==> src/flash_hold_regs.vh <==
// Constants for the pause, accelerate and sector map logic
`ifndef FLASH_HOLD_REGS_VH
`define FLASH_HOLD_REGS_VH
`define ADDR_W 23
`define SECT_MSB 22
`define SECT_LSB 16
`define SUB_MSB 16
`define SUB_LSB 12
`define SECT_W 7
`define SUB_W 5
`define SECT_SPAN 23'h00ffff
`define SUB_SPAN 23'h000fff
`define SUB8_SPAN 23'h001fff
`define ARRAY_END 23'h7fffff
`define ARRAY_START 23'h000000
`define PARAM_SECT_BOT 7'h00
`define PARAM_SECT_TOP 7'h7e
`define PARAM_PAIR_MSB 6
`define PARAM_PAIR_LSB 1
`define CFG_PARAM_TOP_BIT 2
`define CFG_QUAD_BIT 1
`define CFG_W 8
`define SUB8_MASK 23'h7fe000
`endif

==> src/sector_decode.v <==
// Address to sector and parameter sub-sector decoder
`include "flash_hold_regs.vh"
module sector_decode
(
	input wire [`ADDR_W-1:0] addr,
	input wire param_region_top_select,
	output wire [`SECT_W-1:0] sector_index,
	output wire [`SUB_W-1:0] sub_sector_index,
	output wire in_param_region
);
	wire [`SECT_W-1:0] sect;
	wire [`SECT_W-2:0] pair;
	localparam [`SECT_W-1:0] top_sect = `PARAM_SECT_TOP;
	localparam [`SECT_W-1:0] bot_sect = `PARAM_SECT_BOT;
	assign sect = addr[`SECT_MSB:`SECT_LSB];
	assign pair = sect[`PARAM_PAIR_MSB:`PARAM_PAIR_LSB];
	assign sub_sector_index = addr[`SUB_MSB:`SUB_LSB];
	assign sector_index = sect;
	// Bottom: sectors 0 and 1; top: the last two
	assign in_param_region = param_region_top_select ?
		(pair == top_sect[`PARAM_PAIR_MSB:`PARAM_PAIR_LSB]) :
		(pair == bot_sect[`PARAM_PAIR_MSB:`PARAM_PAIR_LSB]);
endmodule

==> src/spi_flash_hold_and_sector_map.v <==
// Pause pin, accelerated program gate and erase range decode of a serial flash
// What this block does
// - Pausing only stops the serial link; internal write, program, erase continue.
// - Pause begins at pause-pin fall when serial clock is low.
// - Pause-pin fall with clock high: pause begins at next clock fall.
// - Pause ends at pause-pin rise when serial clock is low.
// - Pause-pin rise with clock high: pause ends at next clock fall.
// - While paused, output is high impedance; input and clock ignored.
// - Chip select high during pause resets the interface logic.
// - Quad enable bit set disables the pause function entirely.
// - Elevated level on protect/accel pin selects shortened program timing.
// - Accelerated programming is ignored in quad mode.
// - Program data is cached per page; programming only clears bits.
// - Erase sets bits; by sub-sector, 64 kB sector or whole device.
// - Array is 128 sectors of 64 kB, ending at 7FFFFFh.
// - Parameter sub-sectors: 32 of 4 kB in the two parameter sectors.
// - Config bit 2 puts parameter sub-sectors at top, else bottom.
// - Config bit 1 selects quad I/O mode.
`include "flash_hold_regs.vh"
module spi_flash_hold_and_sector_map
#(
	parameter PAGE_BYTES = 256,
	parameter PAGE_AW = 8
)
(
	input wire clk,
	input wire nrst,
	input wire sck,
	input wire cs_n,
	input wire si,
	input wire hold_n,
	input wire write_protect_accel_pin,
	input wire elevated_program_level,
	input wire [`CFG_W-1:0] config_reg,
	input wire so_data,
	input wire so_drive,
	input wire op_busy,
	input wire [`ADDR_W-1:0] cmd_addr,
	input wire param_4k_erase,
	input wire param_8k_erase,
	input wire sector_erase_cmd,
	input wire bulk_erase_cmd,
	input wire page_load,
	input wire [PAGE_AW-1:0] page_load_addr,
	input wire [7:0] page_load_data,
	input wire page_reset,
	input wire page_read,
	input wire [PAGE_AW-1:0] page_read_addr,
	input wire [7:0] array_old_data,
	output reg so_out,
	output reg so_oe_n,
	output reg hold_active,
	output reg link_sck_rise,
	output reg link_sck_fall,
	output reg link_si,
	output reg interface_reset,
	output reg busy,
	output reg accelerated_program,
	output reg quad_mode,
	output reg wp_level,
	output reg [7:0] program_byte,
	output reg program_byte_valid,
	output reg erase_valid,
	output reg [`ADDR_W-1:0] erase_start,
	output reg [`ADDR_W-1:0] erase_end,
	output reg [`SECT_W-1:0] sector_index,
	output reg [`SUB_W-1:0] sub_sector_index,
	output reg in_param_region
);
	// ------------------------------------------------------------
	// Pin synchronisers
	// ------------------------------------------------------------
	reg [1:0] sck_meta;
	reg [1:0] cs_meta;
	reg [1:0] hold_meta;
	reg [1:0] si_meta;
	reg [1:0] acc_meta;
	reg [1:0] wp_meta;
	reg sck_d;
	reg hold_d;
	wire sck_s;
	wire cs_s;
	wire hold_s;
	wire sck_fall;
	wire sck_rise;
	wire hold_fall;
	wire hold_rise;
	wire quad;

	always @(posedge clk or negedge nrst)
	begin
		if (!nrst)
		begin
			sck_meta <= 2'h0;
			cs_meta <= 2'h3;
			hold_meta <= 2'h3;
			si_meta <= 2'h0;
			acc_meta <= 2'h0;
			wp_meta <= 2'h3;
			sck_d <= 1'b0;
			hold_d <= 1'b1;
		end
		else
		begin
			sck_meta <= {sck_meta[0], sck};
			cs_meta <= {cs_meta[0], cs_n};
			hold_meta <= {hold_meta[0], hold_n};
			si_meta <= {si_meta[0], si};
			acc_meta <= {acc_meta[0], elevated_program_level};
			wp_meta <= {wp_meta[0], write_protect_accel_pin};
			sck_d <= sck_meta[1];
			hold_d <= hold_meta[1];
		end
	end

	assign sck_s = sck_meta[1];
	assign cs_s = cs_meta[1];
	assign hold_s = hold_meta[1];
	assign sck_fall = sck_d & ~sck_s;
	assign sck_rise = ~sck_d & sck_s;
	assign hold_fall = hold_d & ~hold_s;
	assign hold_rise = ~hold_d & hold_s;
	assign quad = config_reg[`CFG_QUAD_BIT];

	// ------------------------------------------------------------
	// Pause state
	// ------------------------------------------------------------
	// Sampled clock level equals the pin level at the pause edge,
	// both having passed the same two-flop delay.
	reg pend_enter;
	reg pend_exit;
	reg cs_d;

	always @(posedge clk or negedge nrst)
	begin
		if (!nrst)
		begin
			hold_active <= 1'b0;
			pend_enter <= 1'b0;
			pend_exit <= 1'b0;
			cs_d <= 1'b1;
			interface_reset <= 1'b0;
		end
		else
		begin
			cs_d <= cs_s;
			interface_reset <= cs_s & ~cs_d & hold_active;
			if (cs_s || quad)
			begin
				hold_active <= 1'b0;
				pend_enter <= 1'b0;
				pend_exit <= 1'b0;
			end
			else if (hold_fall)
			begin
				pend_exit <= 1'b0;
				if (!sck_s)
					hold_active <= 1'b1;
				else
					pend_enter <= 1'b1;
			end
			else if (hold_rise)
			begin
				pend_enter <= 1'b0;
				if (!sck_s)
					hold_active <= 1'b0;
				else if (hold_active)
					pend_exit <= 1'b1;
			end
			else if (sck_fall)
			begin
				if (pend_enter)
					hold_active <= 1'b1;
				if (pend_exit)
					hold_active <= 1'b0;
				pend_enter <= 1'b0;
				pend_exit <= 1'b0;
			end
		end
	end

	// ------------------------------------------------------------
	// Link outputs and internal operation status
	// ------------------------------------------------------------
	// Gating uses the next pause value so no edge leaks on entry.
	wire next_gate;
	assign next_gate = cs_s | quad ? cs_s :
		(hold_fall & ~sck_s) | (pend_enter & sck_fall) | (hold_active & ~(hold_rise & ~sck_s)
		& ~(pend_exit & sck_fall));

	always @(posedge clk or negedge nrst)
	begin
		if (!nrst)
		begin
			so_out <= 1'b0;
			so_oe_n <= 1'b1;
			link_sck_rise <= 1'b0;
			link_sck_fall <= 1'b0;
			link_si <= 1'b0;
			busy <= 1'b0;
			accelerated_program <= 1'b0;
			quad_mode <= 1'b0;
			wp_level <= 1'b1;
		end
		else
		begin
			so_out <= so_data;
			so_oe_n <= next_gate | ~so_drive;
			link_sck_rise <= sck_rise & ~next_gate;
			link_sck_fall <= sck_fall & ~next_gate;
			if (!next_gate)
				link_si <= si_meta[1];
			busy <= op_busy;
			accelerated_program <= acc_meta[1] & ~quad;
			quad_mode <= quad;
			wp_level <= wp_meta[1];
		end
	end

	// ------------------------------------------------------------
	// Page cache and program merge
	// ------------------------------------------------------------
	// Merge by AND: a program can never turn a 0 back into a 1.
	reg [7:0] page_cache [0:PAGE_BYTES-1];
	reg [PAGE_BYTES-1:0] page_valid;
	genvar gi;
	generate
		for (gi = 0; gi < PAGE_BYTES; gi = gi + 1)
		begin : g_page
			always @(posedge clk or negedge nrst)
			begin
				if (!nrst)
					page_valid[gi] <= 1'b0;
				else if (page_load && page_load_addr == gi)
					page_valid[gi] <= 1'b1;
				else if (page_reset)
					page_valid[gi] <= 1'b0;
			end
		end
	endgenerate

	always @(posedge clk)
	begin
		if (page_load)
			page_cache[page_load_addr] <= page_load_data;
	end

	always @(posedge clk or negedge nrst)
	begin
		if (!nrst)
		begin
			program_byte <= 8'hff;
			program_byte_valid <= 1'b0;
		end
		else
		begin
			program_byte_valid <= page_read & page_valid[page_read_addr];
			if (page_read)
				program_byte <= page_valid[page_read_addr] ?
					(array_old_data & page_cache[page_read_addr]) : array_old_data;
		end
	end

	// ------------------------------------------------------------
	// Sector map and erase ranges
	// ------------------------------------------------------------
	wire [`SECT_W-1:0] dec_sect;
	wire [`SUB_W-1:0] dec_sub;
	wire dec_param;
	wire any_erase;
	reg [`ADDR_W-1:0] next_start;
	reg [`ADDR_W-1:0] next_end;

	sector_decode u_decode
	(
		.addr(cmd_addr),
		.param_region_top_select(config_reg[`CFG_PARAM_TOP_BIT]),
		.sector_index(dec_sect),
		.sub_sector_index(dec_sub),
		.in_param_region(dec_param)
	);

	assign any_erase = param_4k_erase | param_8k_erase | sector_erase_cmd | bulk_erase_cmd;

	always @*
	begin
		next_start = {dec_sect, {`SECT_LSB{1'b0}}};
		next_end = next_start | `SECT_SPAN;
		if (bulk_erase_cmd)
		begin
			next_start = `ARRAY_START;
			next_end = `ARRAY_END;
		end
		else if (param_8k_erase && dec_param)
		begin
			next_start = cmd_addr & `SUB8_MASK;
			next_end = next_start | `SUB8_SPAN;
		end
		else if (param_4k_erase && dec_param)
		begin
			next_start = cmd_addr & ~`SUB_SPAN;
			next_end = next_start | `SUB_SPAN;
		end
	end

	always @(posedge clk or negedge nrst)
	begin
		if (!nrst)
		begin
			erase_valid <= 1'b0;
			erase_start <= `ARRAY_START;
			erase_end <= `ARRAY_START;
			sector_index <= {`SECT_W{1'b0}};
			sub_sector_index <= {`SUB_W{1'b0}};
			in_param_region <= 1'b0;
		end
		else
		begin
			erase_valid <= any_erase;
			sector_index <= dec_sect;
			sub_sector_index <= dec_sub;
			in_param_region <= dec_param;
			if (any_erase)
			begin
				erase_start <= next_start;
				erase_end <= next_end;
			end
		end
	end
endmodule

==> config.mk <==
export PLATFORM = sky130hd
export DESIGN_NAME = spi_flash_hold_and_sector_map
export DESIGN_NICKNAME = d
export VERILOG_FILES = /design/src/sector_decode.v /design/src/spi_flash_hold_and_sector_map.v
export VERILOG_INCLUDE_DIRS = /design/src /design/src/src
export SDC_FILE = /design/constraint.sdc
export NUM_CORES = 2
export LEC_CHECK = 0
export ABC_CLOCK_PERIOD_IN_PS = 4550
export BUFFER_PORTS_ARGS = -buffer_cell sky130_fd_sc_hd__buf_2
export CAP_MARGIN = 20
export CORE_MARGIN = 2
export CORE_UTILIZATION = 41
export DETAILED_ROUTE_END_ITERATION = 8
export GPL_TIMING_DRIVEN = 0
export SLEW_MARGIN = 30
export SYNTH_ARGS = -nofsm -noshare
export SYNTH_HDL_FRONTEND = slang
export SYNTH_SLANG_ARGS = --single-unit
==> constraint.sdc <==
create_clock -name clk -period 4.55 [get_ports clk]
set_input_delay 0.455 -clock clk [delete_from_list [all_inputs] [get_ports clk]]
set_output_delay 0.455 -clock clk [all_outputs]
set_load 0.005 [all_outputs]
==> results.sh <==
export IMPL_path_max_fanout=10
export IMPL_drive_gt1_share_pct=25.2
export IMPL_synth_cells=5023
export IMPL_fillCellCount=19100
export IMPL_numClockSinks=2377
export IMPL_yosysSeqAreaShare_pct=74.0
export IMPL_muxShareOfSynthArea_pct=14.7
export IMPL_utilization_pct=47.5
export IMPL_synth_top_family_by_area="multiplexers"
export IMPL_die_y_um=483
export IMPL_via_count=57000
export IMPL_num_io_pins=161
export IMPL_htree_levels=4
export IMPL_fmax_mhz=204
export IMPL_grt_util_all_layers_pct=31.7
export IMPL_synth_xor_area_share_pct=0
export IMPL_slew_violations=0
export IMPL_via_per_inst=6.51
export IMPL_yosysTopAreaCell="edfxtp_1"
export IMPL_routed_wl_um=376000
export IMPL_synth_adder_area_share_pct=0.0265
export IMPL_async_reset_ff_share_pct=13.8
export IMPL_path_cells="buf_2 -> buf_6 -> buf_4 -> nand2_1 -> buf_2 -> buf_1 -> o221ai_1 -> o21ai_0 -> a211oi_1 -> a21oi_1 -> a21oi_1 -> nand3_1 -> a21oi_1"
export IMPL_synth_top_area_share_pct=65.2
export IMPL_port_buffers=120
export IMPL_yosysWarnings=0
export IMPL_cts_tree="yes"
export IMPL_drtPass1Iterations=6
export IMPL_cpPeakStageDelay_ns=0.68
export IMPL_clock_latency_ns=0.94
export IMPL_ant_nets=0
export IMPL_grt_max_degree=121
export IMPL_p_leak_nw=35.7
export IMPL_violations="negative setup slack"
export IMPL_powerDensity_nw_per_um2=429
export IMPL_crit_path_frequent_cell="a21oi_1"
export IMPL_overflow=0
export IMPL_ys_ff_latch=2377
export IMPL_gp_congestion=1.03
export IMPL_synth_compound_area_share_pct=4.60
export IMPL_synth_area_um2=94300
export IMPL_vdd_ir_drop_max_mv=0.421
export IMPL_dp_cells=8239
export IMPL_layout_nets=5587
export IMPL_finalSetupViolCount=6
export IMPL_core_area_um2=229000
export IMPL_skew_ns=0.0760
export IMPL_hold_violations=0
export IMPL_grt_antenna_before_repair=28
export IMPL_min_path_type="in2reg"
export IMPL_wl_per_cell_um=43.0
export IMPL_fin_crit_sh_pct=108
export IMPL_die_w_um=483
export IMPL_drcViolationCount=0
export IMPL_status="complete, but fails checks"
export IMPL_drt_iter0_markers=10300
export IMPL_dieArea_um2=234000
export IMPL_grt_pass1_vias=53700
export IMPL_cap_violations=0
export IMPL_slowest_stage="nand2_1"
export IMPL_crit_family="compound AO/OA/AOI/OAI gates"
export IMPL_crit_buf_inv=5
export IMPL_post_route_min_period_ns=4.90
export IMPL_endpoint_kind="flop"
export IMPL_worst_pin_slew_ns=1.12
export IMPL_start_util_pct=41.1
export IMPL_layout_setup_ws_ns=-0.346
export IMPL_synth_edf_count=2048
export IMPL_synth_simple_area_share_pct=3.18
export IMPL_synth_area_leaders="edfxtp_1, mux4_2, dfrtp_1"
export IMPL_area_growth_pct=15.5
export IMPL_slew_headroom_pct=23.6
export IMPL_row_count=176
export IMPL_numCtsBuffers=241
export IMPL_synth_common_cells="edfxtp_1, mux4_2, o22ai_1, dfrtp_1, nor2_1"
export IMPL_synthFlopType="edfxtp_1"
export IMPL_rsz0062_at_grt="no"
export IMPL_synth_distinct_cells=78
export IMPL_dp_hpwl_um=253000
export IMPL_grt_first_pass_wirelength_um=492000
export IMPL_worst_setup_path_type="in2reg"
export IMPL_cp_start_kind="input pin"
export IMPL_root_buffer="clkbuf_16"
export IMPL_instances_no_fill=8750
export IMPL_hold_ws_ns=0.0347
export IMPL_yosys_cell_count_top_type="edfxtp_1"
export IMPL_cp_arrival_ns=5.77
export IMPL_power_mw=46.7
export IMPL_clk_pin_slew_worst_paths_ns=0.06
export IMPL_synth_avg_cell_area_um2=18.8
export IMPL_critPathRequiredTime_ns=5.42
export IMPL_cts_setup_buffers=0
export IMPL_clockBufferDepth=3
[state kept, by name (all words and copies together) (netlist names), 4 cells and up]
signal            flops
program_byte          8
erase_start          11
sector_index          7
erase_end            12
page_cache         2048
page_valid          256
sub_sector_index      4
[metal layers]
layer / global-route usage [%] / routed length (um) / vias to the layer above
li1: - / - / 21100
met1: 40.0 / 131000 / 30000
met2: 46.1 / 164000 / 4694
met3: 11.2 / 51800 / 1108
met4: 21.1 / 29700 / 34
met5: 0 / 215 / -
[cells by family (layout without fill, tap and decap cells)]
family          count (synthesis)  after routing
flops                        2377           2377
fa+ha+maj                       2              2
mux                           698            698
compound gates                649            649
simple gates                  677            677
other cells                     1             25
buf+inv                       619           1296
[through the flow]
stage | instance area [um^2] | setup slack, ns | setup TNS (ns)
final | 109000 | -0.346 | -1.44
after global placement | 98700 | -3.01 | -1076.85
after CTS | 109000 | 0.0337 | 0
after detailed placement | 101000 | -1.51 | -9.88
after floorplan | 94300 | 1.92 | 0
after global routing | 109000 | 0.0374 | 0
[cells in the final DEF (no fill, tap or decap), types with 55 or more instances in the layout]
cell type  Yosys  routed
a21oi_1       80      80
buf_2         57     164
buf_4         64      74
buf_6         53      55
clkbuf_1     139     153
clkbuf_16      0     241
clkinv_1       0      56
dfrtp_1      311     311
edfxtp_1    2048    2048
inv_1        267     267
mux2i_1      143     142
mux4_2       487     487
nand2_1      180     180
nor2_1       297     184
nor2_2         0     113
o22ai_1      336     336
[worst paths after layout]
path	cells past startpoint	to	slack (ns)	from
worst max-delay path	13	program_byte[7]	-0.35	page_read_addr[1]
worst min-delay path	1	page_cache[196][7]	0.03	page_load_data[7]
worst max register to register	7	program_byte[6]	0.86	page_cache[139][6]
worst min register to register	0	wp_level	0.31	wp_meta[1]
max in group asynchronous	4	hold_meta[1]	3.10	nrst
min in group asynchronous	2	si_meta[0]	0.12	nrst
[layout make-up]
class	instances	area, um^2	area share (%)
multi-input combinational	2038	21600	19.8
sequential	2377	69800	64.1
tap	3026	3790	3.48
antenna	13	32.5	0.0299
clock inverter	144	1380	1.26
timing repair buffer	228	2640	2.43
clock buffer	306	6280	5.77
inverter	270	1010	0.931
buffer	348	2390	2.19
[where the power goes]
group          switching (mW)  internal [mW]  total (mW)
sequential             0.0327           23.8        23.8
combinational            2.46          0.935        3.39
clock                    8.85           10.6        19.5
[timing repair]
item / 4_1_cts / 5_1_grt
endpoints found under the setup margin: 6 / 0
hold buffers: 49 / 0
endpoints found under the hold margin: 375 / 0
resized for setup: 8 / 0
Note: power is estimated with default switching activity, not from simulation.
